[config.mk]
export PLATFORM = sky130hd
export DESIGN_NAME = sapc_port_control
export DESIGN_NICKNAME = d
export VERILOG_FILES = /design/src/verilog/sapc_pkg.sv /design/src/verilog/sapc_cycle_divider.sv /design/src/verilog/sapc_sar_engine.sv /design/src/verilog/sapc_port_control.sv
export VERILOG_INCLUDE_DIRS = /design/src /design/src/verilog
export SDC_FILE = /design/constraint.sdc
export NUM_CORES = 1
export LEC_CHECK = 0
export ABC_AREA = 1
export BUFFER_PORTS_ARGS = -buffer_cell sky130_fd_sc_hd__buf_2
export CAP_MARGIN = 20
export CORE_ASPECT_RATIO = 0.8
export CORE_MARGIN = 8
export CORE_UTILIZATION = 30
export CTS_CLUSTER_DIAMETER = 80
export DETAILED_ROUTE_END_ITERATION = 10
export GPL_TIMING_DRIVEN = 0
export SKIP_CTS_REPAIR_TIMING = 1
export SYNTH_ARGS = -nofsm -noshare
export SYNTH_HDL_FRONTEND = slang
export SYNTH_SLANG_ARGS = --single-unit
[constraint.sdc]
create_clock -name clk -period 1.6 [get_ports clk]
set_clock_uncertainty 0.2 [all_clocks]
set_input_delay 0.08 -clock clk [delete_from_list [all_inputs] [get_ports clk]]
set_output_delay 0.08 -clock clk [all_outputs]
set_load 0.03 [all_outputs]
[src/verilog/sapc_consts.svh]
// Port addresses, field positions and timing counts for the converter
// control block. Assumes the includer also imports sapc_pkg where needed.
`ifndef SAPC_CONSTS_SVH
`define SAPC_CONSTS_SVH

// Port addresses as seen by the processor port instructions
`define SAPC_ADDR_CHAN_SEL 5'h12
`define SAPC_ADDR_START 5'h13
`define SAPC_ADDR_RESULT 5'h0d
`define SAPC_ADDR_STATUS 5'h0c

// Field positions
`define SAPC_START_BIT_POS 1
`define SAPC_DONE_BIT_POS 3

// Reset values
`define SAPC_CHAN_SEL_RESET 4'h0
`define SAPC_RESULT_RESET 8'h00

// Conversion shape
`define SAPC_RESULT_WIDTH 8
`define SAPC_CONV_CYCLES 24
`define SAPC_STEPS_PER_BIT 3

// Instruction cycle timing
`define SAPC_CLK_PERIOD_NS 50
`define SAPC_INSTR_CYCLE_NS 1900
`define SAPC_CLKS_PER_INSTR \
	((`SAPC_INSTR_CYCLE_NS + `SAPC_CLK_PERIOD_NS - 1) / `SAPC_CLK_PERIOD_NS)

`endif

[src/verilog/sapc_pkg.sv]
// Types shared by the converter control block modules.
// Assumes sapc_consts.svh is on the include path.
`include "sapc_consts.svh"

package sapc_pkg;

	// One processor port access, valid for one clock
	typedef struct packed {
		logic wr;
		logic rd;
		logic [4:0] addr;
		logic [3:0] wdata;
	} sapc_port_req_type;

	// Engine sequencing states
	typedef enum logic [0:0] {
		SAPC_IDLE,
		SAPC_CONVERT
	} sapc_conv_state_type;

endpackage

[src/verilog/sapc_cycle_divider.sv]
// Instruction-cycle enable generator.
// Assumes a single free-running clock; emits one-clock enable pulses.
`timescale 1ns/1ps
`default_nettype none

module sapc_cycle_divider #(
	parameter int DIVIDE = 38
) (
	input wire logic clk,
	input wire logic reset_n,
	output logic instrEn
);
	import sapc_pkg::*;

	localparam int CW = (DIVIDE > 1) ? $clog2(DIVIDE) : 1;

	// ****************************************
	// Elaboration check
	// ****************************************
	if (DIVIDE < 1) begin : g_bad_divide
		$error("sapc_cycle_divider: DIVIDE must be at least 1");
	end

	// Whole state of the divider
	typedef struct packed {
		logic [CW-1:0] count;
		logic pulse;
	} sapc_div_state_type;

	sapc_div_state_type s_q;
	sapc_div_state_type s_d;

	// Next-state: wrap the counter and pulse on wrap
	always_comb begin
		s_d = s_q;
		s_d.pulse = 1'b0;
		if (s_q.count == CW'(DIVIDE - 1)) begin
			s_d.count = '0;
			s_d.pulse = 1'b1;
		end else begin
			s_d.count = s_q.count + CW'(1);
		end
	end

	// Register the state
	always_ff @(posedge clk or negedge reset_n) begin
		if (!reset_n) begin
			s_q <= '0;
		end else begin
			s_q <= s_d;
		end
	end

	assign instrEn = s_q.pulse;

endmodule

`default_nettype wire

[src/verilog/sapc_sar_engine.sv]
// Successive-approximation sequencer: trial code out, comparator in.
// Assumes compHigh is already synchronised and means input >= trial code.
`timescale 1ns/1ps
`default_nettype none

module sapc_sar_engine #(
	parameter int WIDTH = 8,
	parameter int STEPS = 3
) (
	input wire logic clk,
	input wire logic reset_n,
	input wire logic tickEn,
	input wire logic startReq,
	input wire logic compHigh,
	output logic busy,
	output logic donePulse,
	output logic [WIDTH-1:0] code,
	output logic [WIDTH-1:0] trialCode
);
	import sapc_pkg::*;

	localparam int BW = $clog2(WIDTH);
	localparam int PW = $clog2(STEPS);

	// ****************************************
	// Elaboration check
	// ****************************************
	if (STEPS < 3 || WIDTH < 2) begin : g_bad_shape
		$error("sapc_sar_engine: needs STEPS >= 3 and WIDTH >= 2");
	end

	// Whole state of the engine
	typedef struct packed {
		sapc_conv_state_type state;
		logic [BW-1:0] bitIdx;
		logic [PW-1:0] phase;
		logic [WIDTH-1:0] work;
		logic [WIDTH-1:0] result;
		logic done;
	} sapc_sar_state_type;

	sapc_sar_state_type s_q;
	sapc_sar_state_type s_d;

	// ****************************************
	// Sequencing
	// ****************************************
	// Each bit gets STEPS ticks: raise trial bit on the first, decide on
	// the last, so the comparator settles for STEPS-1 ticks.
	always_comb begin
		s_d = s_q;
		s_d.done = 1'b0;
		if (startReq) begin
			// A start always wins, even mid-conversion
			s_d.state = SAPC_CONVERT;
			s_d.bitIdx = BW'(WIDTH - 1);
			s_d.phase = '0;
			s_d.work = '0;
		end else if (s_q.state == SAPC_CONVERT && tickEn) begin
			if (s_q.phase == '0) begin
				s_d.work[s_q.bitIdx] = 1'b1;
			end
			if (s_q.phase == PW'(STEPS - 1)) begin
				// Decide: drop the trial bit if input is below it
				if (!compHigh) begin
					s_d.work[s_q.bitIdx] = 1'b0;
				end
				s_d.phase = '0;
				if (s_q.bitIdx == '0) begin
					s_d.state = SAPC_IDLE;
					s_d.result = s_d.work;
					s_d.done = 1'b1;
				end else begin
					s_d.bitIdx = s_q.bitIdx - BW'(1);
				end
			end else begin
				s_d.phase = s_q.phase + PW'(1);
			end
		end
	end

	// Register the state
	always_ff @(posedge clk or negedge reset_n) begin
		if (!reset_n) begin
			s_q <= '0;
		end else begin
			s_q <= s_d;
		end
	end

	assign busy = (s_q.state == SAPC_CONVERT);
	assign donePulse = s_q.done;
	assign code = s_q.result;
	assign trialCode = s_q.work;

endmodule

`default_nettype wire

[src/verilog/sapc_port_control.sv]
// Converter control block: port decode, command and status registers.
// Assumes the processor presents one-clock port strobes on clk and that
// the comparator level arrives asynchronously from the analog section.
//
// Summary of operation
// - Convert selected input to an 8-bit code
// - Selector and start live on output ports
// - Result and done flag on input ports
// - Writing start bit 1 begins a conversion
// - Start bit clears itself after starting
// - New start abandons conversion, restarts at once
// - Done flag sets 24 instruction cycles later
// - Done is one status bit, set when finished
// - Done clears on both nibbles read or start
// - Nibble select bit picks low or high nibble
// - Result read during conversion may be undefined
`include "sapc_consts.svh"
`timescale 1ns/1ps
`default_nettype none

module sapc_port_control #(
	parameter int CLKS_PER_INSTR = `SAPC_CLKS_PER_INSTR,
	parameter int RESULT_WIDTH = `SAPC_RESULT_WIDTH
) (
	input wire logic clk,
	input wire logic reset_n,
	input wire sapc_pkg::sapc_port_req_type portReq,
	input wire logic nibbleSelectBit,
	input wire logic compHighAsync,
	output logic [3:0] portRdata,
	output logic portRvalid,
	output logic [1:0] analogChannel,
	output logic [RESULT_WIDTH-1:0] trialCode,
	output logic converting
);
	import sapc_pkg::*;

	// ****************************************
	// Elaboration check
	// ****************************************
	// Two nibbles make the result; any other width breaks the port map
	if (RESULT_WIDTH != 8) begin : g_bad_width
		$error("sapc_port_control: RESULT_WIDTH must be 8");
	end
	// The comparator synchroniser needs two clocks inside each tick,
	// otherwise the decision reads the level of the previous trial code
	if (CLKS_PER_INSTR < 2) begin : g_bad_divide
		$error("sapc_port_control: CLKS_PER_INSTR must be at least 2");
	end

	// ****************************************
	// Submodules
	// ****************************************
	logic instrEn; // One pulse per instruction cycle
	logic engBusy; // Conversion in progress
	logic engDone; // One-clock completion pulse
	logic [RESULT_WIDTH-1:0] engCode; // Final code, valid with engDone

	// Whole state of this module
	typedef struct packed {
		logic [3:0] chanSel;
		logic startBit;
		logic [RESULT_WIDTH-1:0] result;
		logic doneFlag;
		logic lowRead;
		logic highRead;
		logic [3:0] rdata;
		logic rvalid;
		logic compMeta;
		logic compSync;
	} sapc_ctl_state_type;

	sapc_ctl_state_type s_q;
	sapc_ctl_state_type s_d;

	// Instruction-cycle enable from the fast clock
	sapc_cycle_divider #(
		.DIVIDE(CLKS_PER_INSTR)
	) u_div (
		.clk(clk),
		.reset_n(reset_n),
		.instrEn(instrEn)
	);

	// Bit sequencer; start comes from the self-clearing start bit
	sapc_sar_engine #(
		.WIDTH(RESULT_WIDTH),
		.STEPS(`SAPC_STEPS_PER_BIT)
	) u_sar (
		.clk(clk),
		.reset_n(reset_n),
		.tickEn(instrEn),
		.startReq(s_q.startBit),
		.compHigh(s_q.compSync),
		.busy(engBusy),
		.donePulse(engDone),
		.code(engCode),
		.trialCode(trialCode)
	);

	// ****************************************
	// Port decode
	// ****************************************
	logic wrChan; // Write to the channel selector port
	logic wrStart; // Write to the start command port
	logic rdResult; // Read of the result port
	logic rdStatus; // Read of the status port

	always_comb begin
		wrChan = portReq.wr && (portReq.addr == `SAPC_ADDR_CHAN_SEL);
		wrStart = portReq.wr && (portReq.addr == `SAPC_ADDR_START);
		rdResult = portReq.rd && (portReq.addr == `SAPC_ADDR_RESULT);
		rdStatus = portReq.rd && (portReq.addr == `SAPC_ADDR_STATUS);
	end

	// ****************************************
	// Next state
	// ****************************************
	always_comb begin
		s_d = s_q;
		// Comparator level crosses in; only compMeta feeds compSync
		s_d.compMeta = compHighAsync;
		s_d.compSync = s_q.compMeta;

		// Selector keeps all four bits; the low two pick the input
		if (wrChan) begin
			s_d.chanSel = portReq.wdata;
		end

		// Start bit is a one-clock request; hardware drops it
		s_d.startBit = 1'b0;
		if (wrStart && portReq.wdata[`SAPC_START_BIT_POS]) begin
			s_d.startBit = 1'b1;
		end

		// Result holds between completions, also through a restart
		if (engDone) begin
			s_d.result = engCode;
		end

		// Read data: one registered answer per read strobe
		s_d.rvalid = portReq.rd;
		s_d.rdata = 4'h0;
		if (rdResult) begin
			// Mid-conversion reads return the held code, which is allowed
			if (nibbleSelectBit) begin
				s_d.rdata = s_q.result[7:4];
			end else begin
				s_d.rdata = s_q.result[3:0];
			end
		end else if (rdStatus) begin
			s_d.rdata[`SAPC_DONE_BIT_POS] = s_q.doneFlag;
		end

		// Track which halves were fetched since the last completion
		if (rdResult && s_q.doneFlag) begin
			if (nibbleSelectBit) begin
				s_d.highRead = 1'b1;
			end else begin
				s_d.lowRead = 1'b1;
			end
		end

		// Clears first, so a completion in the same clock wins
		if (s_q.startBit) begin
			s_d.doneFlag = 1'b0;
			s_d.lowRead = 1'b0;
			s_d.highRead = 1'b0;
		end else if (s_d.lowRead && s_d.highRead) begin
			s_d.doneFlag = 1'b0;
			s_d.lowRead = 1'b0;
			s_d.highRead = 1'b0;
		end
		if (engDone) begin
			s_d.doneFlag = 1'b1;
			s_d.lowRead = 1'b0;
			s_d.highRead = 1'b0;
		end
	end

	// ****************************************
	// State register
	// ****************************************
	always_ff @(posedge clk or negedge reset_n) begin
		if (!reset_n) begin
			s_q <= '0;
			s_q.chanSel <= `SAPC_CHAN_SEL_RESET;
			s_q.result <= `SAPC_RESULT_RESET;
		end else begin
			s_q <= s_d;
		end
	end

	// Outputs
	assign portRdata = s_q.rdata;
	assign portRvalid = s_q.rvalid;
	assign analogChannel = s_q.chanSel[1:0];
	assign converting = engBusy;

	// ****************************************
	// Checks
	// ****************************************
	// Counts instruction ticks since the last start, for the length check
	logic [5:0] tickCount;

	always_ff @(posedge clk or negedge reset_n) begin
		if (!reset_n) begin
			tickCount <= 6'h00;
		end else if (s_q.startBit) begin
			tickCount <= 6'h00;
		end else if (engBusy && instrEn) begin
			tickCount <= tickCount + 6'h01;
		end
	end

	property p_start_sets;
		@(posedge clk) disable iff (!reset_n)
		(wrStart && portReq.wdata[`SAPC_START_BIT_POS]) |=> s_q.startBit;
	endproperty
	a_start_sets: assert property (p_start_sets)
		else $error("start write did not raise start bit");

	property p_start_clears;
		@(posedge clk) disable iff (!reset_n)
		(s_q.startBit && !(wrStart && portReq.wdata[`SAPC_START_BIT_POS]))
			|=> !s_q.startBit;
	endproperty
	a_start_clears: assert property (p_start_clears)
		else $error("start bit did not clear itself");

	property p_restart;
		@(posedge clk) disable iff (!reset_n)
		s_q.startBit |=> (engBusy && !engDone)[*2];
	endproperty
	a_restart: assert property (p_restart)
		else $error("start did not (re)launch conversion");

	property p_length;
		@(posedge clk) disable iff (!reset_n)
		engDone |-> (tickCount == 6'd24);
	endproperty
	a_length: assert property (p_length)
		else $error("conversion length is not 24 cycles");

	property p_done_sets;
		@(posedge clk) disable iff (!reset_n)
		engDone |=> (s_q.doneFlag && s_q.result == $past(engCode));
	endproperty
	a_done_sets: assert property (p_done_sets)
		else $error("completion did not set flag and result");

	property p_done_clears_start;
		@(posedge clk) disable iff (!reset_n)
		(s_q.startBit && !engDone) |=> !s_q.doneFlag;
	endproperty
	a_done_clears_start: assert property (p_done_clears_start)
		else $error("start did not clear done flag");

	property p_result_hold;
		@(posedge clk) disable iff (!reset_n)
		!engDone |=> $stable(s_q.result);
	endproperty
	a_result_hold: assert property (p_result_hold)
		else $error("result changed without completion");

	property p_nibble;
		@(posedge clk) disable iff (!reset_n)
		rdResult |=> (portRvalid && portRdata == ($past(nibbleSelectBit) ?
			$past(s_q.result[7:4]) : $past(s_q.result[3:0])));
	endproperty
	a_nibble: assert property (p_nibble)
		else $error("wrong result nibble returned");

	property p_status;
		@(posedge clk) disable iff (!reset_n)
		rdStatus |=> (portRdata == {$past(s_q.doneFlag), 3'b000});
	endproperty
	a_status: assert property (p_status)
		else $error("status read does not show done flag");

	property p_both_read;
		@(posedge clk) disable iff (!reset_n)
		(rdResult && s_q.doneFlag && !engDone &&
			(nibbleSelectBit ? s_q.lowRead : s_q.highRead)) |=>
			!s_q.doneFlag;
	endproperty
	a_both_read: assert property (p_both_read)
		else $error("done flag stayed after both nibbles read");

endmodule

`default_nettype wire

## Yosys cells after proc, flatten, opt, wreduce, memory -nomap -nowiden

Index checks and enable logic that the tools add are counted.

- Multiplexer cells: 28
- Add/subtract/negate cells: 3
- Equality and inequality tests: 7
- Bitwise logic cells: 4
- Reduce and logical (&&, ||, !) cells: 18
- Shift-type cells: 0
- Multiply operators: 0
- Div/mod/pow operators: 0
- Order comparisons: 2

Operators by type and width:

| cell | count |
|---|---|
| $mux 8 | 4 |
| $mux 23 | 1 |
| $mux 17 | 1 |
| $mux 3 | 5 |
| $mux 14 | 1 |
| $eq 5x4->1 const B | 2 |
| $eq 5x5->1 const B | 2 |
| $logic_and 1x1->1 | 9 |
| $mux 1 | 9 |
| $mux 9 | 1 |
| $and 8x8->8 | 1 |
| $mux 4 | 2 |
| $not 8->8 | 1 |
| $or 8x8->8 | 1 |
| $add 6x1->6 const B | 1 |
| $eq 6x6->1 const B | 1 |
| $mux 6 | 1 |
| $reduce_and 3->1 | 2 |
| $reduce_bool 2->1 | 3 |
| $lt 3x4->1 const B | 1 |
| $mux 2 | 2 |
| $reduce_and 4->1 | 1 |
| $demux 1 s3 | 1 |
| $ge 3x1->1 const B | 1 |
| other kinds (8) | 8 |

- Logic and storage cells: 80
- Bits in writable memories: 0
- Input bits: 15
- Output and inout bits: 16
- Memories: 0
- Memory bits (read-only): 0
- Bits in registers: 51
- Latch bits: 0

## Depth between registers and ports, before layout

Gate-level depths: netlist of run 1.

- Depth after elaboration: 14
- Gate-level depth with buffers: 10
- Mapped depth without buffers: 9

## Modules after synthesis

Synthesis of run 1 repeated with hierarchy kept, for this count alone.

- Cell total of the unflattened synthesis: 312
- Area total of the unflattened synthesis: 2611.3 µm²

Modules (own cells, without submodules):

| module | area an instance (µm²) | times used | cells each | sequential area each (µm²) |
|---|---|---|---|---|
| sapc_sar_engine | 1372.6 | 1 | 177 | 575.6 |
| sapc_port_control | 930.9 | 1 | 104 | 525.5 |
| sapc_cycle_divider | 307.8 | 1 | 31 | 175.2 |

## Least setup slack after synthesis of run 1

Ideal clock, no wire load.

- Path type: register to register
- Start: register u_sar.s_q[20] (netlist bit)
- End: register u_sar.s_q[21] (netlist bit)
- Path buffers: 1
- Arrival time: 1173 ps
- Path slack: 98 ps
- Data required time: 1271 ps
- Clock period less this slack: 1502 ps
- Stages on the path, launching flop included: 11
- Library setup time: 129 ps
- Cells stage by stage: dfrtp_1 -> buf_6 -> inv_1 -> ha_1 -> inv_1 -> nor2_4 -> nor2_2 -> nand2_2 -> nand2_1 -> o21ai_0 -> o21ai_0

- Cells in the longest elaborated chain, start to end: 5

Ends and longest elaborated chain:

| item | line | source |
|---|---|---|
| start: declaration | sapc_sar_engine.sv:42 | `sapc_sar_state_type s_q;` |
| start signal: assignment | sapc_sar_engine.sv:85 | `s_q <= '0;` |
| start signal: assignment | sapc_sar_engine.sv:87 | `s_q <= s_d;` |
| $sub 3x1->3 | sapc_sar_engine.sv:74 | `s_d.bitIdx = s_q.bitIdx - BW'(1);` |
| $mux 3 | sapc_sar_engine.sv:69 | `if (s_q.bitIdx == '0) begin` |
| $mux 4 | sapc_sar_engine.sv:63 | `if (s_q.phase == PW'(STEPS - 1)) begin` |
| $mux 23 | sapc_sar_engine.sv:59 | `end else if (s_q.state == SAPC_CONVERT && tickEn) begin` |
| $mux 14 | sapc_sar_engine.sv:53 | `if (startReq) begin` |

Several ways; a longest one is shown, not always the timed one. The select of a mux whose other input is x is not followed.
A chain may end at the register's enable or synchronous reset.

## Worst setup path after layout of run 1

- Start: register u_sar.s_q[19] (netlist bit)
- End: register u_sar.s_q[21] (netlist bit)

The elaborated chain is that of the path after synthesis.

==> results of run 1 <==
==> how the worst min path moves through the flow <==
stage | from | to | slack, ps | cells after the start
after floorplan | reset_n | analogChannel[0]$_DFFE_PN0P_ | -420 | 0
after global placement | compHighAsync | s_d[0]$_DFF_PN0_ | -10 | 1
after detailed placement | reset_n | u_sar.trialCode[1]$_DFFE_PN0P_ | -210 | 1
after CTS | reset_n | u_sar.trialCode[1]$_DFFE_PN0P_ | -540 | 1
after global routing | portReq[6] | portRdata[3]$_DFF_PN0_ | 5 | 5
final | portReq[6] | portRdata[3]$_DFF_PN0_ | -40 | 5
==> sequential cells by signal, summed over array words and instances (netlist names), 2 cells and up <==
| name | count |
|---|---|
| u_div.s_q | 6 |
| analogChannel | 2 |
| u_sar.trialCode | 8 |
| s_q | 13 |
| portRdata | 4 |
| u_sar.s_q | 5 |
| u_sar.code | 8 |
==> power by group <==
part	internal [W]	leakage (nW)	switching (W)
clock network	0.000354	0.0474	0.000426
logic	0.000251	0.779	0.000364
registers	0.00136	0.678	0.0000457
==> through the flow <==
step	setup TNS, ps	area, um^2	cells
floorplan	0	2450	273
finish	0	3080	439
global route	-91.9	3080	439
detailed placement	-235	2740	409
global placement	-51.8	2720	408
CTS	-356	2840	417
==> cell usage in the layout, fill, tap and decap left out, types with 5 or more instances in the layout <==
master         netlist  final
buf_2                3     30
buf_4               15     23
dlygate4sd3_1        0     12
o22ai_1              7      7
o21ai_0             19     17
clkbuf_8             0      6
nand2_1             51     49
nor3_1               9      9
nor2_1              19     19
nand3_1             11     11
o21ai_2              6      6
a21oi_1              5      5
dfrtp_1             51     50
o21ai_1             12     14
inv_1               33     31
==> critical path, delay by kind of cell, from the launching register on <==
kind,cells,cell delay [ps]
buffers and inverters,2,140
adder cells (fa/ha/maj),1,130
flip-flops,1,450
AND/OR/NAND/NOR,4,370
AO/OA/AOI/OAI,2,170
==> kinds of logic after synthesis <==
| family | count (synthesis) | synth area share [%] |
|---|---|---|
| AO/OA/AOI/OAI | 50 | 11.5 |
| buffers and inverters | 58 | 12.3 |
| AND/OR/NAND/NOR | 107 | 21.0 |
| XOR/XNOR | 3 | 1.07 |
| flip-flops | 51 | 52.0 |
| adder cells (fa/ha/maj) | 4 | 2.04 |
==> cell type report <==
class                   count  area (um^2)  share of cell area [%]
multi-input cells         165          913                    29.7
plain buffers              20          150                    4.88
clock inverters             2         16.3                   0.529
inverters                  38          160                    5.21
repair inverters            1         6.26                   0.203
flip-flops and latches     51         1280                    41.5
clock buffers               6         82.6                    2.68
well taps                 108          135                    4.39
repair buffers             48          335                    10.9
==> layer usage <==
metal	up-vias	part of all wire [%]	track usage (%)
met5	-	0	0
met4	0	0.37	2.06
met3	2	6.1	2.55
met2	39	45	12.7
met1	897	48	12.5
li1	983	-	-
==> flow_summary.yaml, run 1 <==
run_status:
  outcome: "finished with violations"
  violations: "negative hold slack"
layout:
  n_antenna_cell: 0
  drive_gt1_share_pct: 28.7
  area_delta_synth_final_pct: 25.5
  fillCellCount: 807
  layout.nets: 349
  finalCoreUtilization_pct: 38.7
die:
  core_um2: 7950
  fp.dieH_um: 96.9
  ios: 31
  start_util_pct: 30.9
  rows: 29
  die-area_um2: 11300
  die_x_um: 117
clock_tree:
  path_clk_slew_ps: 100
  cts.sinks: 51
  ctsRootBufferMaster: "clkbuf_8"
  cts_made_buffers: 5
  cts_tree: "yes"
  insertion_delay_ps: 300
  clk_path_buf_depth: 2
  ctsHtreeMaxLevel: 2
worst_setup_path:
  required_ps: 1580
  regToRegSetupSlack_ps: 30
  r2r_end: "u_sar.s_q[21]$_DFFE_PN0P_"
  critical_path.max_fanout: 6
  cp-start-kind: "flop"
  worstSetupStartpoint: "u_sar.s_q[19]$_DFFE_PN0P_"
  reg2reg_depth: 9
  endpoint: "u_sar.s_q[21]$_DFFE_PN0P_"
  r2r-start: "u_sar.s_q[19]$_DFFE_PN0P_"
  crit_arrival_ps: 1550
  crit_slowest_cell: "dfrtp_2"
  worstPathCellList: "inv_4 > ha_4 > inv_2 > nor2_4 > nor2_2 > nand2_2 > nand2_2 > o21ai_1 > o21ai_1"
  slowest_delay_ps: 450
  cp-end-kind: "flop"
  path_class: "flop to flop"
timing:
  postLayoutSetupSlackWorst_ps: 28.7
  worst_slew_pin_slew_ps: 353
  hold_viol: 1
  holdWs_ps: -37.8
  setup_viol: 0
  rsz0062_at_grt: "yes"
  slew_viol_final: 0
  max_freq_ghz: 0.636
  fin_crit_ps: 1570
  fin_crit_sh_pct: 98.2
  relSlewSlack_pct: 76.4
logic_synthesis:
  synth_flop_cell: "dfrtp_1"
  yosys-top-cells-area: "dfrtp_1 (52%), nand2_1 (7.8%), inv_1 (5.1%)"
  yosysUniqueCellTypes: 29
  netlist_area_um2: 2450
  synth_edf_count: 0
  synth_top_cell_by_area: "dfrtp_1"
  synthTopCellsByCount: "dfrtp_1 (51), nand2_1 (51), inv_1 (33)"
  yosysWarningCount: 0
  syn_area_per_cell_um2: 8.98
  ys_async_sr_fraction_pct: 100
  synth_seq_cells: 51
  yosysSeqAreaShare_pct: 52.0
  synth_top_area_share_pct: 52.0
  syn_inst: 273
  synth_nets: 292
power_and_ir_drop:
  fin_total_pwr_w: 0.00280
  max-vdd-ir-drop_v: 0.000387
  power_density_nw_per_um2: 910
  leakage_nw: 1.50
placed_design:
  portBuffers: 27
  gp_congestion: 0.759
  pre_cts_slack_ps: -84.8
  dp_hpwl_um: 3530
drt:
  viasPerCell: 4.38
  wl_per_cell_um: 11.6
  drc: 0
  drtPass1Iterations: 4
  drt_iter0_drc: 72
  totalWireLength_um: 5110
  ant_nets: 0
  vias: 1921
global_route:
  grt_pass1_vias: 1757
  overflow: 0
  grt_pass1_wl_um: 8130
  track_usage_pct: 8.78
  antenna_found_initial: 0
  grt_max_degree: 41
worst_hold_path:
  min_path_type: "primary input to flop"
flow_run:
  maxCapViolCount: 0
Note: power is estimated with default switching activity, not from simulation.
==> run 2, diff against run 1 <==
CTS_BUF_LIST = sky130_fd_sc_hd__clkbuf_8   (was default)
HOLD_SLACK_MARGIN = 0.12   (was default)
==> run 2 against run 1 <==
  * The flow now finishes without violations
  * Critical path depth did not move
  * Largest power group unchanged
  * Hold slack improved by 130 ps
  * Maximum frequency rose by 1.1%
  * Combinational power rose by 1%
  * First-iteration DRC count fell by 46%
  * Sequential share of layout area fell by 0.53 points
  * Register-to-register slack improved by 20 ps
  * Count of clock-buffer cells in the layout did not move
  * Via count rose by 0.36%
==> flow_summary.yaml, run 2 (synthesis results as in run 1) <==
run_status:
  outcome: "finished clean"
flow_run:
  maxCapViolCount: 0
die:
  die-area_um2: 11300
  start_util_pct: 30.9
  fp.dieH_um: 96.9
  rows: 29
  core_um2: 7950
  die_x_um: 117
  ios: 31
timing:
  fin_crit_ps: 1550
  slew_viol_final: 0
  hold_viol: 0
  relSlewSlack_pct: 65.5
  holdWs_ps: 95.3
  setup_tns_ps: 0
  worst_slew_pin_slew_ps: 516
  max_freq_ghz: 0.644
  rsz0062_at_grt: "yes"
  setup_viol: 0
  fin_crit_sh_pct: 97.1
  postLayoutSetupSlackWorst_ps: 46.5
layout:
  final_cell_area_um2: 3120
  seq_area_um2: 1280
  n_antenna_cell: 0
  largest_reg_flops: 13
  largest-register: "s_q"
  final_cell_mix: "dfrtp_1 (50), nand2_1 (49), inv_1 (31), buf_2 (30), buf_4 (23)"
  drive_gt1_share_pct: 28.4
  layout.nets: 353
  multi_input_area_um2: 913
  finalCoreUtilization_pct: 39.2
  area_delta_synth_final_pct: 27.1
  fillCellCount: 809
  layout_commonest_cell: "dfrtp_1"
placed_design:
  place_area_um2: 2740
  pre_cts_slack_ps: -84.8
  gp_congestion: 0.759
  portBuffers: 27
  dp_hpwl_um: 3530
power_and_ir_drop:
  leakage_nw: 1.52
  p_seq_share_pct: 50.0
  p_sw_w: 0.000838
  comb_power_share_pct: 22.2
  p_int_w: 0.00197
  max-vdd-ir-drop_v: 0.000387
  p_clk_share_pct: 27.8
  switching_share_pct: 29.8
  power_density_nw_per_um2: 901
worst_setup_path:
  cp-end-kind: "flop"
  path_class: "flop to flop"
  required_ps: 1580
  regToRegSetupSlack_ps: 50
  endpoint: "u_sar.s_q[21]$_DFFE_PN0P_"
  worstSetupStartpoint: "u_sar.s_q[19]$_DFFE_PN0P_"
  slowest_delay_ps: 450
  crit_slowest_cell: "dfrtp_2"
  r2r-start: "u_sar.s_q[19]$_DFFE_PN0P_"
  cp-start-kind: "flop"
  crit_arrival_ps: 1530
  worstPathCellList: "inv_4 > ha_4 > inv_2 > nor2_4 > nor2_2 > nand2_2 > nand2_2 > o21ai_1 > o21ai_1"
  reg2reg_depth: 9
  r2r_end: "u_sar.s_q[21]$_DFFE_PN0P_"
  critical_path.max_fanout: 6
global_route:
  grt_pass1_wl_um: 8130
  overflow: 0
  antenna_found_initial: 0
  grt_max_degree: 41
  track_usage_pct: 8.78
  grt_pass1_vias: 1757
drt:
  wl_per_cell_um: 11.6
  vias: 1928
  drt_iter0_drc: 39
  ant_nets: 0
  drtPass1Iterations: 4
  totalWireLength_um: 5150
  viasPerCell: 4.35
  drc: 0
worst_hold_path:
  min_path_type: "primary input to async pin"
clock_tree:
  ctsHtreeMaxLevel: 2
  cts_tree: "yes"
  path_clk_slew_ps: 100
  clk_path_buf_depth: 2
  insertion_delay_ps: 300
  cts.sinks: 51
  cts_made_buffers: 5
  ctsRootBufferMaster: "clkbuf_8"
## run 2: worst max-delay path: cells and delay by family, from the launching register on
family / cells / cell delay [ps]
DFF: 1 / 450
and+or+nand+nor: 4 / 360
AOI/OAI and AO/OA: 2 / 160
buffers and inverters: 2 / 130
adders and majority gates: 1 / 130
## run 2: area by class of cell
cell class,instances,area share [%]
Timing Repair Buffer,52,12.0
Timing Repair inverter,1,0.201
Inverter,38,5.14
Clock buffer,6,2.65
Sequential cell,51,41.0
Buffer,20,4.82
Clock inverter,2,0.522
Tap cell,108,4.34
Multi-Input combinational cell,165,29.3
## run 2: power groups by stage
stage / clock [W] / combinational (W) / sequential [W]
floorplan: 0 / 0.000357 / 0.00143
global placement: 0 / 0.000487 / 0.00143
detailed placement: 0 / 0.000505 / 0.00143
CTS: 0.000819 / 0.000507 / 0.00140
global route: 0.000869 / 0.000692 / 0.00142
finish: 0.000781 / 0.000624 / 0.00141
## run 2: worst min-delay path by stage
stage,slack [ps],end,from
floorplan,-420,analogChannel[0]$_DFFE_PN0P_,reset_n
finish,100,u_sar.code[1]$_DFFE_PN0P_,reset_n
global route,150,portRdata[2]$_DFF_PN0_,reset_n
detailed placement,-210,u_sar.trialCode[1]$_DFFE_PN0P_,reset_n
global placement,-10,s_d[0]$_DFF_PN0_,compHighAsync
CTS,-540,u_sar.trialCode[1]$_DFFE_PN0P_,reset_n
## run 2: routing by layer
layer | up-vias | track usage [%] | share of wire, %
met5 | - | 0 | 0
met4 | 0 | 2.06 | 0.37
met3 | 2 | 2.55 | 6.3
met2 | 34 | 12.7 | 45
met1 | 900 | 12.5 | 48
li1 | 992 | - | -
## run 2: stage by stage
stage | instances | power [W]
after floorplan | 273 | 0.00179
after global placement | 408 | 0.00191
after detailed placement | 409 | 0.00194
after CTS | 417 | 0.00273
after global routing | 443 | 0.00298
final | 443 | 0.00281
